## src/hdl/afe_cfg_map.vh

```
// Register offsets, field positions and reset values of the front-end config bank
`ifndef AFE_CFG_MAP_VH
`define AFE_CFG_MAP_VH

// --------------------
// Offsets
// --------------------
`define OFS_PIN8_CFG     8'h28
`define OFS_PIN9_CFG     8'h29
`define OFS_SM_CFG       8'h2a
`define OFS_HP_DAC       8'h2b
`define OFS_LP_DAC_HI    8'h2c
`define OFS_LP_DAC_LO    8'h2d
`define OFS_SCAN_CFG     8'h2e
`define OFS_CONV_MUX     8'h2f
`define OFS_PROT_IRQ_EN  8'h30

// --------------------
// Reset values and writable masks
// --------------------
`define RST_REG          8'h00
`define RD_UNMAPPED      8'h00
`define MASK_LP_DAC_LO   8'h03
`define MASK_PROT_EN     8'h77

// --------------------
// Pin configuration fields
// --------------------
`define F_MODE           7:6
`define F_OPT            5:4
`define F_GAIN           5:3
`define F_POL            3
`define F_MUX            2:0
`define B_OPT1           5
`define B_OPT0           4
`define F_POL9_SPEC      4
`define MODE_IO          2'h0
`define MODE_GAIN        2'h1
`define MODE_CMP         2'h2
`define MODE_SPEC        2'h3
`define OPT_INPUT        2'h0
`define OPT_OPEN_DRAIN   2'h2
`define MUX_OWN          3'h0
`define SPEC_PHASE_A     3'h4
`define SPEC_PHASE_B     3'h5

// --------------------
// Signal manager, scan config and conversion mux fields
// --------------------
`define B_HYST_RANGE     7
`define F_BLANK          6:5
`define B_PIN6_HYST      4
`define B_HP_HYST        3
`define B_LP_HYST        2
`define B_LP_ROUTE       1
`define B_HP_ROUTE       0
`define F_PIN_HOLD_EN    7:5
`define B_SCAN_EN        4
`define B_CONV_BUF       3
`define F_DIFF_HOLD_EN   2:0
`define F_GUARD          7:6
`define GUARD_OK         2'h1
`define B_PIN_ENGAGE     5
`define B_DIFF_ENGAGE    4
`define F_CHAN           3:0
`define F_EXTERNAL_MUX_SERIAL_PORT_BITS      5:0
`define CHAN_HALF_REF    4'hf
`define CHAN_DIFF_LAST   4'h2
`define CHAN_BUS_LAST    4'ha
`define CHAN_BUS_OFS     4'h2

`endif

```

## src/hdl/analog_front_end_config_regs.v

```verilog
// Configuration register bank for the analog front end, pins eight and nine
//
// Functional notes
// - IO option: 00 input, 10 open-drain.
// - IO mux: own drive bit or bus line.
// - IO polarity bit: zero high, one low.
// - Gain code: bypass, then 1x to 48x.
// - Gain mux: own analog line or 1-7.
// - Comparator reference: threshold or lines 1-3.
// - Comparator output, polarity, to chosen line.
// - Special input mux: reference, lines, phases.
// - Pin eight options: hold source, routing.
// - Pin nine option picks position comparator.
// - Blanking mode field in bits 6:5.
// - Bits 4,3,2 enable comparator hysteresis.
// - Bits 1,0 route DACs to lines.
// - High DAC code N gives N/256.
// - Low DAC ten-bit code across two registers.
// - Pin holds need enable and engage bit.
// - Hold gain output, or comparator in special.
// - Differential holds need enable and engage.
// - Scan enable gives mux register to port.
// - Channel selector decode of sixteen codes.
// - Protection enables reset to zero.
`timescale 1ns/1ns
`include "afe_cfg_map.vh"

module analog_front_end_config_regs #(
    parameter DW = 8,
    parameter AW = 8
) (
    input  wire          clk,
    input  wire          rstn,
    // Decoded register access from the serial slave
    input  wire          wr_en,
    input  wire          rd_en,
    input  wire [AW-1:0] addr,
    input  wire [DW-1:0] wdata,
    output reg  [DW-1:0] rdata,
    output reg           rd_valid,
    // External serial mux port, decoded
    input  wire          external_mux_serial_port_wr,
    input  wire [DW-1:0] external_mux_serial_port_data,
    // Pin seven state kept elsewhere
    input  wire [1:0]    pin7_mode,
    input  wire [2:0]    cmp_raw,
    input  wire [2:0]    cmp_held,
    input  wire [1:0]    pin_i,
    input  wire [1:0]    output_drive_bit,
    input  wire [7:1]    digital_bus_line,
    // Per pin, index 0 is pin eight, index 1 pin nine
    output wire [1:0]    pin_o,
    output wire [1:0]    pin_oe,
    output reg  [1:0]    input_status_bit,
    output reg  [1:0]    db_drive_en,
    output reg  [7:0]    db_drive_line,
    output reg  [1:0]    db_drive_val,
    output reg  [1:0]    gain_bypass,
    output reg  [11:0]   amp_gain,
    output reg  [7:0]    ab_route_line,
    output reg  [3:0]    cmp_ref_sel,
    output reg  [5:0]    spec_in_sel,
    output reg  [1:0]    spec_in_reserved,
    output reg           shared_pin_irq,
    output reg           pos_detect,
    // Signal manager
    output wire          hysteresis_range_select,
    output wire          blank_leading,
    output wire          blank_trailing,
    output wire          pin6_hyst_enable,
    output wire          high_prot_hyst_enable,
    output wire          low_prot_hyst_enable,
    output wire          low_dac_route_enable,
    output wire          high_dac_route_enable,
    output wire [7:0]    high_prot_dac,
    output wire [8:0]    high_prot_dac_frac,
    output wire [9:0]    low_prot_dac,
    // Hold circuits and conversion mux
    output wire [2:0]    pin_hold_active,
    output wire [2:0]    pin_hold_cmp_src,
    output wire [2:0]    diff_hold_active,
    output wire          conv_buffer_enable,
    output wire          scan_ctrl_enable,
    output reg           conv_half_ref,
    output reg  [2:0]    conv_diff_sel,
    output reg  [3:0]    conv_bus_line,
    output wire [7:0]    prot_irq_enable
);

// --------------------
// Helpers
// --------------------
// Gain 0 means bypass and reports zero
function [5:0] gain_of;
    input [2:0] code;
    begin
        case (code)
            3'h1:    gain_of = 6'h01;
            3'h2:    gain_of = 6'h02;
            3'h3:    gain_of = 6'h04;
            3'h4:    gain_of = 6'h08;
            3'h5:    gain_of = 6'h10;
            3'h6:    gain_of = 6'h20;
            3'h7:    gain_of = 6'h30;
            default: gain_of = 6'h00;
        endcase
    end
endfunction

// Code zero picks the pin's own line, others the numbered line
function [3:0] line_of;
    input [2:0] code;
    input [3:0] own;
    begin
        if (code == `MUX_OWN)
            line_of = own;
        else
            line_of = {1'b0, code};
    end
endfunction

// --------------------
// Registers
// --------------------
reg [7:0] pin8_cfg_r;
reg [7:0] pin9_cfg_r;
reg [7:0] sm_cfg_r;
reg [7:0] hp_dac_r;
reg [7:0] lp_dac_hi_r;
reg [1:0] lp_dac_lo_r;
reg [7:0] scan_cfg_r;
reg [5:0] conv_mux_r;
reg [7:0] prot_en_r;

wire mux_cpu_ok;
wire mux_wr_cpu;
wire mux_wr_port;

assign mux_cpu_ok  = ~scan_cfg_r[`B_SCAN_EN];
assign mux_wr_cpu  = wr_en && (addr == `OFS_CONV_MUX) && mux_cpu_ok
                     && (wdata[`F_GUARD] == `GUARD_OK);
assign mux_wr_port = external_mux_serial_port_wr && scan_cfg_r[`B_SCAN_EN];

always @(posedge clk or negedge rstn) begin
    if (!rstn) begin
        pin8_cfg_r  <= `RST_REG;
        pin9_cfg_r  <= `RST_REG;
        sm_cfg_r    <= `RST_REG;
        hp_dac_r    <= `RST_REG;
        lp_dac_hi_r <= `RST_REG;
        lp_dac_lo_r <= 2'h0;
        scan_cfg_r  <= `RST_REG;
        conv_mux_r  <= 6'h00;
        prot_en_r   <= `RST_REG;
    end else begin
        if (wr_en) begin
            case (addr)
                `OFS_PIN8_CFG:    pin8_cfg_r  <= wdata;
                `OFS_PIN9_CFG:    pin9_cfg_r  <= wdata;
                `OFS_SM_CFG:      sm_cfg_r    <= wdata;
                `OFS_HP_DAC:      hp_dac_r    <= wdata;
                `OFS_LP_DAC_HI:   lp_dac_hi_r <= wdata;
                `OFS_LP_DAC_LO:   lp_dac_lo_r <= wdata[1:0];
                `OFS_SCAN_CFG:    scan_cfg_r  <= wdata;
                `OFS_PROT_IRQ_EN: prot_en_r   <= wdata & `MASK_PROT_EN;
                default:          ;
            endcase
        end
        // Port write wins only while it owns the register
        if (mux_wr_port)
            conv_mux_r <= external_mux_serial_port_data[`F_EXTERNAL_MUX_SERIAL_PORT_BITS];
        else if (mux_wr_cpu)
            conv_mux_r <= wdata[`F_EXTERNAL_MUX_SERIAL_PORT_BITS];
    end
end

// --------------------
// Read port
// --------------------
reg [7:0] rd_nxt;

always @* begin
    case (addr)
        `OFS_PIN8_CFG:    rd_nxt = pin8_cfg_r;
        `OFS_PIN9_CFG:    rd_nxt = pin9_cfg_r;
        `OFS_SM_CFG:      rd_nxt = sm_cfg_r;
        `OFS_HP_DAC:      rd_nxt = hp_dac_r;
        `OFS_LP_DAC_HI:   rd_nxt = lp_dac_hi_r;
        `OFS_LP_DAC_LO:   rd_nxt = {6'h00, lp_dac_lo_r};
        `OFS_SCAN_CFG:    rd_nxt = scan_cfg_r;
        // Guard bits read back as the only legal write value
        `OFS_CONV_MUX:    rd_nxt = {`GUARD_OK, conv_mux_r};
        `OFS_PROT_IRQ_EN: rd_nxt = prot_en_r;
        default:          rd_nxt = `RD_UNMAPPED;
    endcase
end

always @(posedge clk or negedge rstn) begin
    if (!rstn) begin
        rdata    <= 8'h00;
        rd_valid <= 1'b0;
    end else begin
        rd_valid <= rd_en;
        if (rd_en)
            rdata <= rd_nxt;
    end
end

// --------------------
// Pin decode for pins eight and nine
// --------------------
reg [7:0] cfg;
reg [1:0] mode;
reg [1:0] opt;
reg       pol;
reg [2:0] mx;
reg       cmp_eff;
reg [1:0] od_drive;
reg [2:0] pin_val;
reg       pos_src;
integer   i;

always @* begin
    input_status_bit = 2'h0;
    db_drive_en      = 2'h0;
    db_drive_line    = 8'h00;
    db_drive_val     = 2'h0;
    gain_bypass      = 2'h0;
    amp_gain         = 12'h000;
    ab_route_line    = 8'h00;
    cmp_ref_sel      = 4'h0;
    spec_in_sel      = 6'h00;
    spec_in_reserved = 2'h0;
    od_drive         = 2'h0;
    cfg              = 8'h00;
    mode             = 2'h0;
    opt              = 2'h0;
    pol              = 1'b0;
    mx               = 3'h0;
    cmp_eff          = 1'b0;
    for (i = 0; i < 2; i = i + 1) begin
        cfg     = (i == 0) ? pin8_cfg_r : pin9_cfg_r;
        mode    = cfg[`F_MODE];
        opt     = cfg[`F_OPT];
        mx      = cfg[`F_MUX];
        pol     = cfg[`F_POL];
        // Pin nine moves its special-mode polarity up one bit
        if (i == 1 && mode == `MODE_SPEC)
            pol = cfg[`F_POL9_SPEC];
        cmp_eff = cmp_raw[i+1] ^ pol;
        case (mode)
            `MODE_IO: begin
                if (opt == `OPT_INPUT)
                    input_status_bit[i] = pin_i[i] ^ pol;
                if (opt == `OPT_OPEN_DRAIN) begin
                    if (mx == `MUX_OWN)
                        od_drive[i] = output_drive_bit[i] ^ pol;
                    else
                        od_drive[i] = digital_bus_line[mx] ^ pol;
                end
            end
            `MODE_GAIN: begin
                gain_bypass[i]       = (cfg[`F_GAIN] == 3'h0);
                amp_gain[i*6 +: 6]   = gain_of(cfg[`F_GAIN]);
                ab_route_line[i*4 +: 4] =
                    line_of(mx, (i == 0) ? 4'h8 : 4'h9);
            end
            `MODE_CMP: begin
                cmp_ref_sel[i*2 +: 2]   = opt;
                input_status_bit[i]     = cmp_eff;
                db_drive_en[i]          = 1'b1;
                db_drive_val[i]         = cmp_eff;
                db_drive_line[i*4 +: 4] =
                    line_of(mx, (i == 0) ? 4'h8 : 4'h9);
            end
            default: begin
                input_status_bit[i] = cmp_eff;
                spec_in_sel[i*3 +: 3] = mx;
                spec_in_reserved[i]   = (mx > `SPEC_PHASE_B);
            end
        endcase
    end
end

// Open drain: enable pulls low while the logic level is zero
assign pin_o  = 2'h0;
assign pin_oe = {
    (pin9_cfg_r[`F_MODE] == `MODE_IO) &&
    (pin9_cfg_r[`F_OPT] == `OPT_OPEN_DRAIN) && !od_drive[1],
    (pin8_cfg_r[`F_MODE] == `MODE_IO) &&
    (pin8_cfg_r[`F_OPT] == `OPT_OPEN_DRAIN) && !od_drive[0]};

// --------------------
// Position detect and shared interrupt source
// --------------------
wire spec8;
wire spec9;

assign spec8       = (pin8_cfg_r[`F_MODE] == `MODE_SPEC);
assign spec9       = (pin9_cfg_r[`F_MODE] == `MODE_SPEC);

always @* begin
    // Pin eight may take its held comparator value instead of raw
    pin_val[0] = cmp_raw[0];
    pin_val[1] = (pin8_cfg_r[`B_OPT1] ? cmp_held[1] : cmp_raw[1])
                 ^ pin8_cfg_r[`F_POL];
    pin_val[2] = cmp_raw[2] ^ pin9_cfg_r[`F_POL9_SPEC];
    shared_pin_irq = spec8 && !pin8_cfg_r[`B_OPT0] && pin_val[1];
    case (pin9_cfg_r[`F_OPT])
        2'h1:    pos_src = pin_val[0];
        2'h2:    pos_src = pin_val[1];
        2'h3:    pos_src = pin_val[2];
        default: pos_src = 1'b0;
    endcase
    // Pin eight routed to position overrides pin nine's choice
    if (spec8 && pin8_cfg_r[`B_OPT0])
        pos_detect = pin_val[1];
    else if (spec9)
        pos_detect = pos_src;
    else
        pos_detect = 1'b0;
end

// --------------------
// Signal manager and DAC codes
// --------------------
assign hysteresis_range_select = sm_cfg_r[`B_HYST_RANGE];
assign blank_leading  = sm_cfg_r[`F_BLANK] == 2'h1 ||
                        sm_cfg_r[`F_BLANK] == 2'h3;
assign blank_trailing = sm_cfg_r[`F_BLANK] == 2'h2 ||
                        sm_cfg_r[`F_BLANK] == 2'h3;
assign pin6_hyst_enable      = sm_cfg_r[`B_PIN6_HYST];
assign high_prot_hyst_enable = sm_cfg_r[`B_HP_HYST];
assign low_prot_hyst_enable  = sm_cfg_r[`B_LP_HYST];
assign low_dac_route_enable  = sm_cfg_r[`B_LP_ROUTE];
assign high_dac_route_enable = sm_cfg_r[`B_HP_ROUTE];
assign high_prot_dac         = hp_dac_r;
// Fraction numerator over 256; full scale is never reached
assign high_prot_dac_frac    = {1'b0, hp_dac_r};
assign low_prot_dac          = {lp_dac_hi_r, lp_dac_lo_r};

// --------------------
// Hold circuits
// --------------------
wire all_spec;

assign all_spec = spec8 && spec9 && (pin7_mode == `MODE_SPEC);
// Clearing an engage bit drops every enabled hold of its group (pin or differential) at once
assign pin_hold_active  = scan_cfg_r[`F_PIN_HOLD_EN]
                          & {3{conv_mux_r[`B_PIN_ENGAGE]}};
assign pin_hold_cmp_src = {3{all_spec}}
                          & scan_cfg_r[`F_PIN_HOLD_EN];
assign diff_hold_active = scan_cfg_r[`F_DIFF_HOLD_EN]
                          & {3{conv_mux_r[`B_DIFF_ENGAGE]}};
assign conv_buffer_enable = scan_cfg_r[`B_CONV_BUF];
assign scan_ctrl_enable   = scan_cfg_r[`B_SCAN_EN];
assign prot_irq_enable    = prot_en_r;

// --------------------
// Conversion channel decode
// --------------------
wire [3:0] chan;

assign chan = conv_mux_r[`F_CHAN];

always @* begin
    conv_half_ref = (chan == `CHAN_HALF_REF);
    conv_diff_sel = 3'h0;
    conv_bus_line = 4'h0;
    if (chan <= `CHAN_DIFF_LAST)
        conv_diff_sel = 3'h1 << chan[1:0];
    else if (chan <= `CHAN_BUS_LAST)
        conv_bus_line = chan - `CHAN_BUS_OFS;
end

endmodule // analog_front_end_config_regs

```

## config.mk

```make
export PLATFORM = sky130hd
export DESIGN_NAME = analog_front_end_config_regs
export DESIGN_NICKNAME = d
export VERILOG_FILES = /design/src/hdl/analog_front_end_config_regs.v
export VERILOG_INCLUDE_DIRS = /design/src /design/src/hdl
export SDC_FILE = /design/constraint.sdc
export NUM_CORES = 1
export LEC_CHECK = 0
export ABC_AREA = 0
export BUFFER_PORTS_ARGS = -buffer_cell sky130_fd_sc_hd__buf_2
export CAP_MARGIN = 20
export CORE_ASPECT_RATIO = 1.25
export CORE_MARGIN = 2
export CORE_UTILIZATION = 50
export DETAILED_ROUTE_END_ITERATION = 10
export GPL_ROUTABILITY_DRIVEN = 0
export GPL_TIMING_DRIVEN = 0
export HOLD_SLACK_MARGIN = 0.15
export PLACE_DENSITY = 0.82
export SETUP_SLACK_MARGIN = 0.05
export SLEW_MARGIN = 15
export SYNTH_ARGS = -nofsm -noshare
export SYNTH_HDL_FRONTEND = slang
export SYNTH_SLANG_ARGS = --single-unit
```

## constraint.sdc

```tcl
create_clock -name clk -period 4.4 [get_ports clk]
set_input_delay 0.66 -clock clk [delete_from_list [all_inputs] [get_ports clk]]
set_output_delay 0.66 -clock clk [all_outputs]
set_load 0.02 [all_outputs]
```

# After elaboration in Yosys (flattened, before gate mapping)
# Cells that the tools add are included.
[op_classes] add_sub_neg=1 multipliers=0 div_mod_pow=0 n_lt_le_gt_ge=6 eq_ne=39 shifts=1 muxes=47 bitwise_logic=14 n_reduce_logical=37
[op_table] operator="one-hot mux 6 bit (7 select lines)" n=2
[op_table] operator="== test 8 x 6 -> 1 bit, second input constant" n=9
[op_table] operator="one-hot mux 8 bit (9 select lines)" n=1
[op_table] operator="two-way mux 4 bit" n=8
[op_table] operator="== test 3 bit, second input constant" n=8
[op_table] operator="two-way mux 6 bit" n=4
[op_table] operator="two-way mux 1 bit" n=22
[op_table] operator="== test 2 bit, second input constant" n=10
[op_table] operator="AND reduction 2 bit" n=8
[op_table] operator="logical AND 1 bit" n=13
[op_table] operator="== test 3 x 2 -> 1 bit, second input constant" n=4
[op_table] operator="zero test 3 bit" n=4
[op_table] operator="== test 2 x 1 -> 1 bit, second input constant" n=5
[op_table] operator="bitwise XOR 1 bit" n=10
[op_table] operator="AND 3 bit" n=3
[op_table] operator="two-way mux 3 bit" n=3
[op_table] operator="zero test 2 bit" n=4
[op_table] operator="less-than comparator 3 x 4 -> 1 bit, second input constant" n=2
[op_table] operator="binary-select mux 1 bit (select 3 bit)" n=2
[op_table] operator="== test 3 x 1 -> 1 bit, second input constant" n=2
[op_table] operator="> comparator 3 bit, second input constant" n=2
[op_table] operator="OR reduction 3 bit" n=2
[op_table] operator="== test 4 bit, second input constant" n=1
[op_table] operator="less-or-equal comparator 4 x 2 -> 1 bit, second input constant" n=1
[op_table] operator="other kinds (10)" n=15
[word_totals] ff_bits=71 latch_bits=0 ram_bits=0 romBits=0 inputBits=48 output_inout_bits=125 wordCells=156 n_memories=0

# Logic depth before layout (Yosys ltp)
[depth] word_depth=8 mapped_depth=8 mapped_depth_nobuf=7

# Worst setup path after synthesis
# OpenSTA, ideal clock, no wires.
[synth_timing] path_kind="in2out" from="in digital_bus_line[7] in the netlist's numbering" to="out pin_oe[1]" t_arrival_ps=1978 required_time_ps=3740 path_slack_ps=1762 stages=4 n_path_buf=0 cell_sequence="mux4_2 > mux2i_1 > xnor2_1 > nor4_1"
[synth_between] elab_chain_cells=8
[synth_rtl] item="start, declared" line="analog_front_end_config_regs.v:50" rtl="input wire [7:1] digital_bus_line,"
[synth_rtl] item="binary-select mux 1 bit (select 3 bit)" line="analog_front_end_config_regs.v:259" rtl="od_drive[i] = digital_bus_line[mx] ^ pol;"
[synth_rtl] item="two-way mux 1 bit (implied by the code)" line="analog_front_end_config_regs.v:259"
[synth_rtl] item="bitwise XOR 1 bit" line="analog_front_end_config_regs.v:259"
[synth_rtl] item="two-way mux 1 bit" line="analog_front_end_config_regs.v:256" rtl="if (mx == `MUX_OWN)"
[synth_rtl] item="two-way mux 1 bit" line="analog_front_end_config_regs.v:255" rtl="if (opt == `OPT_OPEN_DRAIN) begin"
[synth_rtl] item="two-way mux 1 bit" line="analog_front_end_config_regs.v:251" rtl="case (mode)"
[synth_rtl] item="zero test 1 bit" line="analog_front_end_config_regs.v:289" rtl="(pin9_cfg_r[`F_OPT] == `OPT_OPEN_DRAIN) && !od_drive[1],"
[synth_rtl] item="logical AND 1 bit" line="analog_front_end_config_regs.v:288" rtl="(pin9_cfg_r[`F_MODE] == `MODE_IO) &&"
[synth_rtl] item="end, declared" line="analog_front_end_config_regs.v:53" rtl="output wire [1:0] pin_oe,"
# Every way passes these cells. The select of a mux whose other input is x is not followed.

# Final worst setup path
[layout_timing] from="reg pin9_cfg_r[1], in the netlist cfg[1]" to="out pin_oe[1]"
[layout_between] elab_chain_cells=8 elab_cells_between_ends=9
[layout_rtl] item="start, declared" line="analog_front_end_config_regs.v:126" rtl="reg [7:0] pin9_cfg_r;"
[layout_rtl] item="start signal, assigned" line="analog_front_end_config_regs.v:147" rtl="pin9_cfg_r <= `RST_REG;"
[layout_rtl] item="start signal, assigned" line="analog_front_end_config_regs.v:159" rtl="`OFS_PIN9_CFG: pin9_cfg_r <= wdata;"
[layout_rtl] item="binary-select mux 1 bit (select 3 bit)" line="analog_front_end_config_regs.v:259"
[layout_rtl] item="two-way mux 1 bit (implied by the code)" line="analog_front_end_config_regs.v:259"
[layout_rtl] item="bitwise XOR 1 bit" line="analog_front_end_config_regs.v:259"
[layout_rtl] item="two-way mux 1 bit *" line="analog_front_end_config_regs.v:256"
[layout_rtl] item="two-way mux 1 bit *" line="analog_front_end_config_regs.v:255"
[layout_rtl] item="two-way mux 1 bit *" line="analog_front_end_config_regs.v:251"
[layout_rtl] item="zero test 1 bit *" line="analog_front_end_config_regs.v:289"
[layout_rtl] item="logical AND 1 bit *" line="analog_front_end_config_regs.v:288"
# Mark *: on every way between the ends. The rest lies on a longest branch, timed or not. The select of a mux whose other input is x is not followed.

==> impl_metrics.csv <==
group,metric,value,unit
sta,relSlewSlack,36.26,%
clocking,clock_sinks,71,
synthesis,synth_compound_area_share,8.872,%
drt,wl_met1,5243,um
synthesis,synth_xor_area_share,1.421,%
global_route,antenna_found_initial,0,
synthesis,ys_types,55,
setup_path,required,3.74,ns
setup_path,worstRegToRegCells,6,
sta,whs,0.2404,ns
die,num_io_pins,173,
clocking,clk_pin_slew,0.08,ns
cells_and_area,nFillCells,657,
synthesis,synth_top_family_by_area,"simple AND/OR/NAND/NOR gates",
sta,setup_tns,0,ns
cells_and_area,final_cell_mix,"buf_2 (166), dfrtp_1 (71), mux2_2 (54), nand2_1 (32), nor2_1 (24)",
die,die_height,107.9,um
synthesis,synth_mux_area_share,20.82,%
synthesis,synth_edf_count,0,
clocking,root_buffer,"clkbuf_8",
clocking,clock_latency,0.35,ns
global_route,overflow,0,
drt,drt_pass1_iterations,6,
placed_design,port-buffer-count,163,
synthesis,synth-simple-area-share,21.37,%
synthesis,yosys_warnings,0,
setup_path,worstReg2RegEnd,"rdata[1]$_DFFE_PN0P_",
setup_path,end_kind,"output pin",
drt,vias_per_cell,5.982,
drt,route.met2.wl,6699,um
sta,rsz0062_at_grt,"no",
cells_and_area,antenna_cells,0,
sta,fin_crit_sh,66.65,%
cells_and_area,final_util,66.63,%
drt,wl_per_cell,19.48,um
synthesis,syn_inst,425,
setup_path,criticalPathCategory,"flip-flop to output pin",
clocking,cts_tree,"done",
synthesis,yosys.area.top_type,"dfrtp_1",
setup_path,startpoint_type,"flip-flop",
sta,tightest_slew,0.9525,ns
drt,ant_nets,0,
drt,drtIter0Drc,370,
die,core_area,8287,um2
sta,final_hold_viol_count,0,
die,die-area,9395,um2
setup_path,critPathCapture,"pin_oe[1]",
setup_path,cp-startpoint,"cfg[1]$_DFFE_PN0P_",
clocking,postCtsHoldBufs,0,
die,rows,37,
synthesis,synth.avg_cell_area,10.15,um2
clocking,cts_setup_buffers,0,
clocking,clockBufferDepth,2,
clocking,cts_resized,0,
setup_path,worst_ep_arrival_time,2.27,ns
global_route,track_usage,29.56,%
cells_and_area,drive_gt1_share,43.84,%
drt,drc,0,
status,status,"completed",
synthesis,ys_seq_area_share,41.17,%
setup_path,rrSetupSlack,2.59,ns
power,peakVddDrop,0.0002376,V
global_route,grt_max_degree,41,
sta,min_period,2.933,ns
sta,maxSlewViolCount,0,
global_route,grt_pass1_wl,21290,um
synthesis,synthTopCellsByArea,"dfrtp_1 (41%), mux2_2 (14%), mux4_2 (4.2%), and2_1 (3.0%), nand2_1 (2.8%)",
setup_path,worst_r2r_startpoint,"cfg[1]$_DFFE_PN0P_",
cells_and_area,syn_to_final_growth,27.95,%
synthesis,synth_seq_cells,71,
drt,routed-via-count,4223,
setup_path,cp_max_fo,10,
synthesis,synth_area,4315,um2
sta,fmax,341.0,MHz
global_route,grt_pass1_vias,4117,
clocking,cts_inserted_buffers,9,
power,powerDensity,324.2,nW/um2
power,power.leakage,2.976,nW
drt,postRouteWirelength,13760,um
synthesis,synth_adder_area_share,0.5799,%
placed_design,dp.final_hpwl,10230,um
synthesis,async_flop_share,100.0,%
synthesis,yosysTopAreaCellShare,41.17,%
sta,finalClockSkew,0.01120,ns
worst_hold_path,hold_path_class,"input port to async pin",
cells_and_area,layout_commonest_cell,"buf_2",
sta,finalSetupViolations,0,
synthesis,ys.flop_type,"dfrtp_1",
cells_and_area,nets,654,
drt,maxUsedRoutingLayer,"met4",
die,start_util,52.08,%
drt,wl_met3,1172,um
die,die_x,87.10,um
flow_run,cap_violations,0,
clocking,htreeDepth,3,
critical path, stage by stage (launching register included):
cell,delay (ns)
dfrtp_1,0.33
clkbuf_1,0.39
mux4_2,0.57
mux2i_1,0.18
xnor2_1,0.09
nor4_1,0.16
buf_2,0.21
registers in the layout (all words and copies together) (netlist names), 6 cells and up:
| signal | count |
|---|---|
| cfg | 8 |
| high_prot_dac | 8 |
| lp_dac_hi_r | 8 |
| pin8_cfg_r | 8 |
| rdata | 8 |
| scan_cfg_r | 8 |
| sm_cfg_r | 8 |
| conv_mux_r | 6 |
| prot_irq_enable | 6 |
worst min path at each step:
stage	from	to	slack [ns]
3_3_place_gp	rdata[5]$_DFFE_PN0P_	rdata[5]$_DFFE_PN0P_	0.48
6_report	rstn	scan_cfg_r[5]$_DFFE_PN0P_	0.24
5_1_grt	rstn	lp_dac_hi_r[2]$_DFFE_PN0P_	0.27
2_1_floorplan	rstn	cfg[0]$_DFFE_PN0P_	0.36
4_1_cts	rstn	sm_cfg_r[2]$_DFFE_PN0P_	0.25
3_5_place_dp	rdata[5]$_DFFE_PN0P_	rdata[5]$_DFFE_PN0P_	0.47
report_power, final:
group | total, mW | switching, mW | internal [mW]
logic | 0.445 | 0.283 | 0.162
registers | 0.749 | 0.0505 | 0.698
clock network | 0.596 | 0.247 | 0.349
through the flow:
| step | power (mW) | area [um2] | worst slack, ns | std cells |
|---|---|---|---|---|
| 3_3_place_gp | 1.180 | 5268 | 1.668 | 689 |
| 3_5_place_dp | 1.198 | 5290 | 1.656 | 690 |
| 4_1_cts | 1.787 | 5522 | 1.469 | 706 |
| 5_1_grt | 1.868 | 5522 | 1.329 | 706 |
| 2_1_floorplan | 1.023 | 4330 | 1.762 | 429 |
| 6_report | 1.790 | 5522 | 1.467 | 706 |
metal layers:
layer	track usage, %	vias up
li1	-	1887
met1	35.66	2025
met2	49.73	265
met3	5.291	46
met4	15.60	0
met5	0	-
synthesized netlist by cell type (all sizes together) (8+ instances only):
master and number:
and2 21, o21ai 13, nand2 33, nor3 10
nand3 13, inv 9, dfrtp 71, mux2i 11
o22ai 8, mux2 54, mux4 8, nor4 10
clkbuf 21, and3 19, nor2 27, buf 20
kinds of logic (layout without fill, tap and decap cells):
group,after synthesis,count (layout)
xor+xnor,7,7
mux,73,73
flops,71,71
simple gates,165,165
fa+ha+maj,2,2
other cells,1,5
compound gates,55,55
buf+inv,51,231
cell type report:
cell class | instances | area (um2) | area share, %
Buffer | 41 | 207.7 | 3.762
Clock buffer | 11 | 151.4 | 2.742
Clock inverter | 5 | 80.08 | 1.450
Inverter | 10 | 37.54 | 0.6798
Multi-Input combinational cell | 307 | 2308 | 41.81
Sequential cell | 71 | 1777 | 32.18
Tap cell | 97 | 121.4 | 2.198
Timing Repair Buffer | 164 | 838.3 | 15.18
Power figures use the tool's default switching activity.
